**config.mk**
```make
export PLATFORM = sky130hd
export DESIGN_NAME = cswfm_clock_switch
export DESIGN_NICKNAME = d
export VERILOG_FILES = /design/src/hw/cswfm_pkg.sv /design/src/hw/cswfm_clock_switch.sv
export SDC_FILE = /design/constraint.sdc
export NUM_CORES = 1
export LEC_CHECK = 0
export ABC_AREA = 1
export CORE_UTILIZATION = 50
export DETAILED_ROUTE_END_ITERATION = 8
export DONT_BUFFER_PORTS = 1
export PLACE_DENSITY = 0.64
export SYNTH_ARGS = -nofsm -noshare
export SYNTH_HDL_FRONTEND = slang
export SYNTH_SLANG_ARGS = --single-unit
```
**constraint.sdc**
```tcl
create_clock -name ref_clk_in -period 3.6 [get_ports ref_clk_in]
set_input_delay 0.18 -clock ref_clk_in [delete_from_list [all_inputs] [get_ports ref_clk_in]]
set_output_delay 0.18 -clock ref_clk_in [all_outputs]
set_load 0.1 [all_outputs]
```
**src/hw/cswfm_pkg.sv**
```systemverilog
package cswfm_pkg;
    // register addresses and bit layout
    localparam logic [1:0] CSWFM_ADDR_OSC_CTRL = 2'h0;
    localparam logic [1:0] CSWFM_ADDR_IRQ_FLAGS = 2'h1;
    localparam logic [1:0] CSWFM_ADDR_IRQ_ENABLES = 2'h2;
    localparam logic [1:0] CSWFM_ADDR_CONFIG = 2'h3;
    localparam int CSWFM_SCS_BIT = 0;
    localparam int CSWFM_LTS_BIT = 1;
    localparam int CSWFM_HTS_BIT = 2;
    localparam int CSWFM_STARTUP_TIMEOUT_STATUS_BIT = 3;
    localparam int CSWFM_IRCF_LSB = 4;
    localparam int CSWFM_OSF_BIT = 7;
    localparam logic [2:0] CSWFM_IRCF_RESET = 3'h6;
    localparam logic [2:0] CSWFM_IRCF_LF = 3'h0;
    // primary oscillator modes
    localparam logic [2:0] CSWFM_MODE_LP = 3'h0;
    localparam logic [2:0] CSWFM_MODE_XT = 3'h1;
    localparam logic [2:0] CSWFM_MODE_HS = 3'h2;
    localparam logic [2:0] CSWFM_MODE_EC = 3'h3;
    localparam int CSWFM_OST_COUNT = 1024;
    localparam logic [10:0] CSWFM_OST_LAST = 11'h3FF;
    localparam logic [5:0] CSWFM_FAIL_SAFE_MONITOR_DIV_LAST = 6'h1F;
    typedef enum logic [1:0] {
        CSWFM_SRC_PRIMARY,
        CSWFM_SRC_INTERNAL,
        CSWFM_SRC_HOLD
    } cswfm_src_t;
    typedef struct packed {
        logic [2:0] primary_osc_config;
        logic two_speed_enable;
        logic fail_monitor_enable;
    } cswfm_cfg_t;
endpackage : cswfm_pkg

```
**src/hw/cswfm_clock_switch.sv**
```systemverilog
// What this block does
// - select 0 runs from configured primary
// - select 1 runs from internal oscillator
// - every reset clears select bit
// - automatic switches leave select bit alone
// - timeout status shows external source running
// - crystal modes wait 1024 oscillations
// - sleep aborts count, status stays clear
// - two-speed needs enable, select 0, crystal
// - two-speed entered after reset and wake
// - non-crystal modes disable two-speed start
// - timeout, internal fall, status, external fall
// - monitor enabled by config, all external modes
// - sample clock is low osc over 64
// - latch set by fall, cleared by sample
// - failure switches internal, sets fail flag
// - fail flag with enable raises interrupt
// - after failure run chosen internal frequency
// - reset, sleep, select toggle clear failure
// - select toggle restarts timer, then external if select 0
// - flag clear ignored while failure present
// - monitor idle while start-up timer runs
// - monitor enable also enables two-speed
// - reset loads frequency select with 110
// - internal switch: old fall, new rise
//
// Implementation choices: the address map and the Avalon-MM slave port.
`timescale 1ns/1ps
`default_nettype none
module cswfm_clock_switch
    import cswfm_pkg::*;
(
    input wire logic ref_clk_in,
    input wire logic rst_n_in,
    input wire logic clk_en_in,
    input wire cswfm_cfg_t cfg_in,
    input wire logic primary_osc_in,
    input wire logic int_osc_in,
    input wire logic lf_osc_in,
    input wire logic powerup_timer_done_in,
    input wire logic sleep_in,
    input wire logic wake_in,
    input wire logic [1:0] avs_address_in,
    input wire logic avs_read_in,
    input wire logic avs_write_in,
    input wire logic [31:0] avs_writedata_in,
    output logic [31:0] avs_readdata_out,
    output logic avs_waitrequest_out,
    output logic sys_clk_out,
    output logic exec_hold_out,
    output logic irq_out
);
    logic [2:0] prim_s1_r, prim_s2_r, prim_d_r;
    logic scs_r;
    logic [2:0] ircf_r;
    logic [2:0] ircf_cur_r;
    logic startup_timeout_status_r;
    logic osf_flag_r;
    logic osf_en_r;
    logic fail_r;
    logic ost_run_r;
    logic [10:0] ost_cnt_r;
    logic ost_wait_int_r;
    logic ost_wait_ext_r;
    logic [5:0] div_cnt_r;
    logic sample_clk_r;
    logic det_latch_r;
    logic started_r;
    logic ack_r;
    logic int_sw_r;
    cswfm_src_t src_r;
    logic prim_fall, prim_rise, int_fall, int_rise, lf_rise;
    logic crystal, two_speed, fsc_active, restart, toggle_scs;
    logic wr_osc, wr_flags, wr_en, sel_int;

    function automatic logic is_crystal(input logic [2:0] m);
        is_crystal = (m == CSWFM_MODE_LP) || (m == CSWFM_MODE_XT) ||
            (m == CSWFM_MODE_HS);
    endfunction : is_crystal

    always_ff @(posedge ref_clk_in or negedge rst_n_in) begin
        if (!rst_n_in) begin
            prim_s1_r <= 3'h0;
            prim_s2_r <= 3'h0;
            prim_d_r <= 3'h0;
        end else if (clk_en_in) begin
            prim_s1_r <= {lf_osc_in, int_osc_in, primary_osc_in};
            prim_s2_r <= prim_s1_r;
            prim_d_r <= prim_s2_r;
        end
    end

    // synchronised edges of the three clocks
    assign prim_fall = prim_d_r[0] & ~prim_s2_r[0];
    assign prim_rise = ~prim_d_r[0] & prim_s2_r[0];
    assign int_fall = prim_d_r[1] & ~prim_s2_r[1];
    assign int_rise = ~prim_d_r[1] & prim_s2_r[1];
    assign lf_rise = ~prim_d_r[2] & prim_s2_r[2];

    assign crystal = is_crystal(cfg_in.primary_osc_config);
    assign two_speed = (cfg_in.two_speed_enable | cfg_in.fail_monitor_enable)
        & ~scs_r & crystal;
    assign wr_osc = avs_write_in && avs_address_in == CSWFM_ADDR_OSC_CTRL;
    assign wr_flags = avs_write_in && avs_address_in == CSWFM_ADDR_IRQ_FLAGS;
    assign wr_en = avs_write_in && avs_address_in == CSWFM_ADDR_IRQ_ENABLES;
    assign toggle_scs = wr_osc && ack_r &&
        (avs_writedata_in[CSWFM_SCS_BIT] != scs_r);
    assign restart = wake_in | toggle_scs | (~started_r & powerup_timer_done_in);

    // registered answer after one wait cycle
    always_ff @(posedge ref_clk_in or negedge rst_n_in) begin
        if (!rst_n_in) begin
            ack_r <= 1'b0;
        end else if (clk_en_in) begin
            ack_r <= (avs_read_in | avs_write_in) & ~ack_r;
        end
    end
    assign avs_waitrequest_out = (avs_read_in | avs_write_in) & ~ack_r;

    always_ff @(posedge ref_clk_in or negedge rst_n_in) begin
        if (!rst_n_in) begin
            scs_r <= 1'b0;
            ircf_r <= CSWFM_IRCF_RESET;
            osf_en_r <= 1'b0;
        end else if (clk_en_in && wr_osc && ack_r) begin
            scs_r <= avs_writedata_in[CSWFM_SCS_BIT];
            ircf_r <= avs_writedata_in[CSWFM_IRCF_LSB +: 3];
        end else if (clk_en_in && wr_en && ack_r) begin
            osf_en_r <= avs_writedata_in[CSWFM_OSF_BIT];
        end
    end

    always_ff @(posedge ref_clk_in or negedge rst_n_in) begin
        if (!rst_n_in) begin
            started_r <= 1'b0;
        end else if (clk_en_in && powerup_timer_done_in) begin
            started_r <= 1'b1;
        end
    end

    // start-up timer counted on external falling edges
    always_ff @(posedge ref_clk_in or negedge rst_n_in) begin
        if (!rst_n_in) begin
            ost_run_r <= 1'b0;
            ost_cnt_r <= 11'h000;
            ost_wait_int_r <= 1'b0;
            ost_wait_ext_r <= 1'b0;
            startup_timeout_status_r <= 1'b0;
        end else if (clk_en_in) begin
            if (sleep_in) begin
                ost_run_r <= 1'b0;
                ost_wait_int_r <= 1'b0;
                ost_wait_ext_r <= 1'b0;
                startup_timeout_status_r <= 1'b0;
            end else if (restart) begin
                ost_cnt_r <= 11'h000;
                ost_run_r <= crystal | toggle_scs;
                ost_wait_int_r <= 1'b0;
                ost_wait_ext_r <= 1'b0;
                startup_timeout_status_r <= ~crystal & ~toggle_scs & ~scs_r;
            end else if (ost_run_r && prim_fall) begin
                if (ost_cnt_r[9:0] == CSWFM_OST_LAST[9:0]) begin
                    ost_run_r <= 1'b0;
                    ost_wait_int_r <= 1'b1;
                end
                ost_cnt_r <= ost_cnt_r + 11'h001;
            end else if (ost_wait_int_r && int_fall) begin
                ost_wait_int_r <= 1'b0;
                ost_wait_ext_r <= 1'b1;
                startup_timeout_status_r <= 1'b1;
            end else if (ost_wait_ext_r && prim_fall) begin
                ost_wait_ext_r <= 1'b0;
            end else if (fail_r) begin
                startup_timeout_status_r <= 1'b0;
            end
        end
    end

    // sample clock: low oscillator over 64
    always_ff @(posedge ref_clk_in or negedge rst_n_in) begin
        if (!rst_n_in) begin
            div_cnt_r <= 6'h00;
            sample_clk_r <= 1'b0;
        end else if (clk_en_in && lf_rise) begin
            if (div_cnt_r == CSWFM_FAIL_SAFE_MONITOR_DIV_LAST) begin
                div_cnt_r <= 6'h00;
                sample_clk_r <= ~sample_clk_r;
            end else begin
                div_cnt_r <= div_cnt_r + 6'h01;
            end
        end
    end

    assign fsc_active = cfg_in.fail_monitor_enable & ~ost_run_r &
        ~ost_wait_int_r & ~ost_wait_ext_r & ~scs_r;

    always_ff @(posedge ref_clk_in or negedge rst_n_in) begin
        if (!rst_n_in) begin
            det_latch_r <= 1'b1;
            fail_r <= 1'b0;
        end else if (clk_en_in) begin
            if (sleep_in || toggle_scs) begin
                fail_r <= 1'b0;
                det_latch_r <= 1'b1;
            end else if (prim_fall) begin
                det_latch_r <= 1'b1;
            end else if (lf_rise && div_cnt_r == CSWFM_FAIL_SAFE_MONITOR_DIV_LAST
                && !sample_clk_r) begin
                if (!det_latch_r && fsc_active) begin
                    fail_r <= 1'b1;
                end
                det_latch_r <= 1'b0;
            end
        end
    end

    always_ff @(posedge ref_clk_in or negedge rst_n_in) begin
        if (!rst_n_in) begin
            osf_flag_r <= 1'b0;
        end else if (clk_en_in) begin
            if (fail_r) begin
                osf_flag_r <= 1'b1;
            end else if (wr_flags && ack_r) begin
                osf_flag_r <= avs_writedata_in[CSWFM_OSF_BIT];
            end
        end
    end
    assign irq_out = osf_flag_r & osf_en_r;

    assign sel_int = scs_r | fail_r | ost_run_r | ost_wait_int_r;

    // internal frequency switch: old fall, hold, new rise
    always_ff @(posedge ref_clk_in or negedge rst_n_in) begin
        if (!rst_n_in) begin
            ircf_cur_r <= CSWFM_IRCF_RESET;
            int_sw_r <= 1'b0;
        end else if (clk_en_in) begin
            if (!int_sw_r && ircf_r != ircf_cur_r && int_fall) begin
                int_sw_r <= 1'b1;
            end else if (int_sw_r && int_rise) begin
                int_sw_r <= 1'b0;
                ircf_cur_r <= ircf_r;
            end
        end
    end

    always_ff @(posedge ref_clk_in or negedge rst_n_in) begin
        if (!rst_n_in) begin
            src_r <= CSWFM_SRC_INTERNAL;
        end else if (clk_en_in) begin
            if (ost_wait_ext_r || int_sw_r) begin
                src_r <= CSWFM_SRC_HOLD;
            end else if (sel_int) begin
                src_r <= CSWFM_SRC_INTERNAL;
            end else begin
                src_r <= CSWFM_SRC_PRIMARY;
            end
        end
    end

    always_ff @(posedge ref_clk_in or negedge rst_n_in) begin
        if (!rst_n_in) begin
            sys_clk_out <= 1'b0;
            exec_hold_out <= 1'b1;
        end else if (clk_en_in) begin
            case (src_r)
                CSWFM_SRC_PRIMARY: sys_clk_out <= prim_s2_r[0];
                CSWFM_SRC_INTERNAL: sys_clk_out <= prim_s2_r[1];
                default: sys_clk_out <= 1'b0;
            endcase
            // no two-speed: execution waits for timer
            exec_hold_out <= ost_run_r & ~two_speed & ~scs_r;
        end
    end

    always_ff @(posedge ref_clk_in or negedge rst_n_in) begin
        if (!rst_n_in) begin
            avs_readdata_out <= 32'h0000_0000;
        end else if (clk_en_in) begin
            avs_readdata_out <= 32'h0000_0000;
            if (avs_address_in == CSWFM_ADDR_OSC_CTRL) begin
                avs_readdata_out[CSWFM_SCS_BIT] <= scs_r;
                avs_readdata_out[CSWFM_LTS_BIT] <= ircf_cur_r == CSWFM_IRCF_LF;
                avs_readdata_out[CSWFM_HTS_BIT] <= ircf_cur_r != CSWFM_IRCF_LF;
                avs_readdata_out[CSWFM_STARTUP_TIMEOUT_STATUS_BIT] <= startup_timeout_status_r;
                avs_readdata_out[CSWFM_IRCF_LSB +: 3] <= ircf_r;
            end else if (avs_address_in == CSWFM_ADDR_IRQ_FLAGS) begin
                avs_readdata_out[CSWFM_OSF_BIT] <= osf_flag_r;
            end else if (avs_address_in == CSWFM_ADDR_IRQ_ENABLES) begin
                avs_readdata_out[CSWFM_OSF_BIT] <= osf_en_r;
            end else begin
                avs_readdata_out[4:0] <= cfg_in;
            end
        end
    end
endmodule : cswfm_clock_switch
`default_nettype wire

```
Yosys cells after proc, flatten, opt, wreduce, memory -nomap -nowiden --
Cells that the tools add are included.
Word-level totals: bits in registers 57, output and inout port bits 36, logic and storage cells 181, bits of input ports 50
Cells by class: equality and inequality tests 13, bitwise gates (word level) 42, reduce and logical (&&, ||, !) cells 56, add/sub/neg operators 2, multiplexer cells 44
Operators by type and width (count):
- $mux W1 | 35
- $mux W11 | 2
- $logic_and A1 B1 Y1 | 21
- $and A1 B1 Y1 | 17
- $not A1 Y1 | 17
- $mux W5 | 3
- $reduce_and A3 Y1 | 5
- $reduce_bool A3 Y1 | 4
- $reduce_bool A4 Y1 | 3
- $add A11 B1 Y11 const B | 1
- $eq A10 B10 Y1 const B | 1
- $reduce_and A2 Y1 | 5
- $reduce_bool A2 Y1 | 5
- $or A1 B1 Y1 | 8
- $reduce_and A4 Y1 | 2
- $add A6 B1 Y6 const B | 1
- $eq A6 B5 Y1 const B | 1
- $logic_not A3 Y1 | 2
- $mux W6 | 1
- $eq A2 B1 Y1 const B | 2
- $logic_not A2 Y1 | 2
- $logic_or A1 B1 Y1 | 4
- $mux W2 | 2
- $ne A4 B3 Y1 const B | 1
- other kinds (10) | 12

Depth between registers and ports, before layout --
depth in word-level cells 10, mapped depth 10, gate-level depth less buffers 10

Least setup slack after synthesis --
Ideal clock, no wire load.
path kind register -> register, start register ack_r, end register ack_r, library setup time 0.071 ns, clock period less this slack 1.948 ns, required time 3.529 ns, cell stages (with the launch flop) 4, data arrival time 1.876 ns, path slack 1.652 ns, buffers on the path 0, cell sequence dfrtp_1 -> nor2_1 -> nand2_1 -> nand2_1
On the way: cells in the longest elaborated chain, start to end 2
RTL lines:
- from (decl) | RTL line cswfm_clock_switch.sv:69 | logic ack_r;
- from (signal assigned) | RTL line cswfm_clock_switch.sv:115 | ack_r <= (avs_read_in | avs_write_in) & ~ack_r;
- $not A1 Y1
- $and A1 B1 Y1
- net avs_waitrequest_out | RTL line cswfm_clock_switch.sv:48 | output logic avs_waitrequest_out,
The timed path passes the listed nets, and every way through them passes these cells. A chain may end at the register's enable or synchronous reset.

Worst setup path in the final report --
start register ack_r, end output avs_waitrequest_out
On the way: cells in the longest elaborated chain, start to end 2
RTL lines:
- $not A1 Y1 | RTL line cswfm_clock_switch.sv:118 | assign avs_waitrequest_out = (avs_read_in | avs_write_in) & ~ack_r;
- $and A1 B1 Y1 | RTL line cswfm_clock_switch.sv:118
- to (decl) | RTL line cswfm_clock_switch.sv:48
Every way passes these cells.

==> summary.md <==
| Metric | Value |
|---|---|
| Hold crit path type | input pin to flip-flop |
| First-pass detailed-route iteration total | 6 |
| Worst-Margin Slew | 1.09 ns |
| Placed Cells | 449 |
| Setup Buffers After CTS | 0 |
| Worst Path Buf+Inv | 0 |
| Kind of critical path | flip-flop to output port |
| Clk Latency, worst-skew pair | approximately 0.31 ns |
| Clock skew | a little under 0.008 ns |
| CTS buffer count | 5 |
| Post-synth cell types | 37 |
| Met1 usage | roughly 28% |
| H-tree Lvls | 2 |
| Violated checks | design-rule violations |
| Max rail drop VDD | 0.334 mV |
| Layout fillers | 571 |
| Cell chain of the critical path | nor2_2 |
| Worst path depth | 1 |
| Fin crit share | 49.3% |
| Worst-path fanout max | 3 |
| Synth warn | 0 |
| Drt wl/cell | 12.5 um |
| Initial Util | 51.8% |
| Setup Viol. Count Final | 0 |
| CTS root buf | clkbuf_8 |
| Rel. slew slack | 27.6% |
| Via density | ~5.0 |
| MaxCap Viol Count | 0 |
| Pwr dens | 556 nW/um^2 |
| Vias in the first global route | roughly 2100 |
| Crit path DAT | 1.60 ns |
| Post-route ant nets | 0 |
| TNS Setup | 0 ns |
| RePlAce Congestion | 0.821 |
| Resize count post-CTS | 0 |
| Leak | 1.59 nW |
| Final std cells w/o fill | 466 |
| Minimum clock period after layout | approximately 1.8 ns |
| WP data required | 3.42 ns |
| Final Max Slew Viols | 0 |
| Grt met2 use | 32.1% |
| Die H | 80.3 um |
| Syn Area/Cell | 8.03 sq um |
| Antenna diodes | 0 |
| Total congestion overflow | 0 |
| Post-Syn Instances | ~380 |
| Initial antenna violation count | 0 |
| Synthesized area | between 3000 and 4000 sq um |
| Clock-pin slew on the worst setup and hold paths | around 0.1 ns |
| Met3 global-route usage | approximately 3.9% |
| First-pass GRT wire length | 9.94 mm |
| Longest Clk Path Bufs | 2 |
| Layout cell share with drive strength beyond 1 | 11.5% |
| Core Area | about 5900 sq um |
| Rows | 28 |
| Crit-path leading delay family | simple AND/OR/NAND/NOR gates |
| Global-route total usage across every layer | 20.3% |
| Initial DRC Count | about 120 |
| # DRC | 1 |
| Post-layout net count | 442 |
| Status | complete, but fails checks |
| CP max stage cell | nor2_2 |
| # port buffers | 0 |
| Worst r2r path cells | 10 |
| Largest stage delay on the critical path | 0.85 ns |
| Busiest grt layer | met2 |
| Via count | 2332 |
| Hpwl dp | 4.05 mm |
| TritonCTS clock tree | done |
| Largest net degree at the start of global routing | 57 |
| Startpoint Class | flip-flop |
| Routed WL | 5.85 mm |
| Final Hold Vio Count | 0 |
| Register area share after synthesis | 46.0% |
| Crit path capture type | output port |
| Hold path cells | 2 |
| Ports | 86 |
| Synth Register Bits | between 50 and 60 |
| Area Overhead vs Synth | 6.12% |
| Max Fclk | 563 MHz |
| CTS Sinks | 56 |
| RSZ-0062 raised after global routing | false |
| Die Area | 6450 sq um |
| Chip Width | 80.3 um |
==> path summary, 6_finish.rpt <==
kind,from,to,slack (ns)
max in group asynchronous,rst_n_in,det_latch_r$_DFFE_PN1P_,2.93
hold / removal,clk_en_in,prim_d_r[1]$_DFFE_PN0P_,0.008
hold reg to reg,prim_s1_r[0]$_DFFE_PN0P_,prim_s1_r[0]$_DFFE_PN0P_,0.48
setup reg to reg,ost_cnt_r[0]$_DFFE_PN0P_,ost_wait_int_r$_DFFE_PN0P_,2.02
min in group asynchronous,rst_n_in,ost_cnt_r[7]$_DFFE_PN0P_,0.38
setup / recovery,ack_r$_DFFE_PN0P_,avs_waitrequest_out,1.82
==> placed cells by master (no fill, tap or decap), drive strengths merged, types with 3 or more instances in the layout <==
master,instances
nand2,110
o21ai,27
xnor2,6
clkbuf,6
nand3,23
nor2,32
nand4,7
dlygate4sd3,8
inv,47
o211ai,4
dfstp,7
conb,24
a21oi,13
nor3,5
a31oi,5
dfrtp,49
o31ai,3
==> stage by stage <==
step                      power [mW]  utilization [%]  setup slack, ns  hold WS, ns  instance area (sq um)
after floorplan                 1.33                -             1.65       -0.116                   3150
after global placement          1.35             51.1             2.06       -0.114                   3030
after detailed placement        1.36             51.1             2.04       -0.114                   3030
after global routing            1.91             55.0             1.78      0.00326                   3260
final                           1.81             55.0             1.82      0.00754                   3260
after CTS                       1.83             55.0             1.81    0.0000855                   3260
==> worst reg2reg max path: cells and delay by family (launching register included) <==
kind,cells,cell delay (ns)
fa+ha+maj,1,0.18
simple gates,9,0.89
flops,1,0.40
==> power by group <==
part	switching [mW]	total, mW	internal [mW]
registers	0.193	0.942	0.749
logic	0.311	0.428	0.117
clock network	0.212	0.440	0.228
total	0.716	1.81	1.09
==> layout make-up <==
| type | instances | area (sq um) | area share, % |
|---|---|---|---|
| clock buffers | 6 | 82.6 | 2.54 |
| clock inverters | 2 | 38.8 | 1.19 |
| inverters | 47 | 176 | 5.42 |
| multi-input cells | 271 | 1350 | 41.4 |
| flip-flops and latches | 56 | 1410 | 43.3 |
| well taps | 75 | 93.8 | 2.88 |
| repair buffers | 9 | 108 | 3.31 |
==> timing repair <==
item,4_1_cts,5_1_grt
endpoints found under the setup margin,0,0
endpoints found under the hold margin,73,0
hold buffers,9,0
==> cells by family after synthesis <==
logic type	after synthesis	synth area share [%]
simple gates	180	26.6
buf+inv	78	13.1
compound gates	57	11.1
flops	56	46.0
xor+xnor	8	2.28
fa+ha+maj	2	0.816
other cells	1	0.122
==> synthesized netlist by cell type <==
library cell / n / share of area (%)
nor4_1: 2 / 0.41
ha_1: 2 / 0.82
nor2_2: 4 / 0.82
nand3_2: 2 / 0.65
o211ai_1: 4 / 0.98
nand4_1: 7 / 1.4
dfstp_2: 7 / 6.0
nor2_1: 27 / 3.3
nand3_1: 21 / 3.4
o21ai_1: 5 / 0.82
nor3_2: 1 / 0.33
xor2_1: 2 / 0.57
a21o_1: 1 / 0.24
clkbuf_1: 2 / 0.24
a31oi_1: 5 / 1.0
nand2_4: 5 / 1.8
conb_1: 1 / 0.12
nand2_2: 4 / 0.82
buf_4: 25 / 6.1
buf_2: 2 / 0.33
nor3_1: 4 / 0.65
a21oi_2: 3 / 0.86
nand3b_1: 1 / 0.24
buf_1: 1 / 0.12
buf_8: 1 / 0.49
o21a_1: 2 / 0.49
xnor2_1: 6 / 1.7
o21ai_0: 22 / 3.6
o31ai_1: 3 / 0.73
nor2_4: 1 / 0.37
inv_2: 7 / 0.86
a21oi_1: 9 / 1.5
o22ai_1: 2 / 0.41
inv_1: 40 / 4.9
a21oi_4: 1 / 0.53
nand2_1: 101 / 12
dfrtp_1: 49 / 40
==> per-layer routing <==
metal	share of wire, %	wire length (um)
met4	0.79	46
met3	4.4	260
met5	0	0
met1	49	2840
met2	46	2700
==> registers in the layout, summed over array words and instances (netlist names), 3 cells and up <==
signal and cells:
ost_cnt_r 10, avs_readdata_out 8, prim_d_r 3, ircf_cur_r 3
ircf_r 3, div_cnt_r 6, prim_s2_r 3, prim_s1_r 3
(Power assumes the default switching activity.)
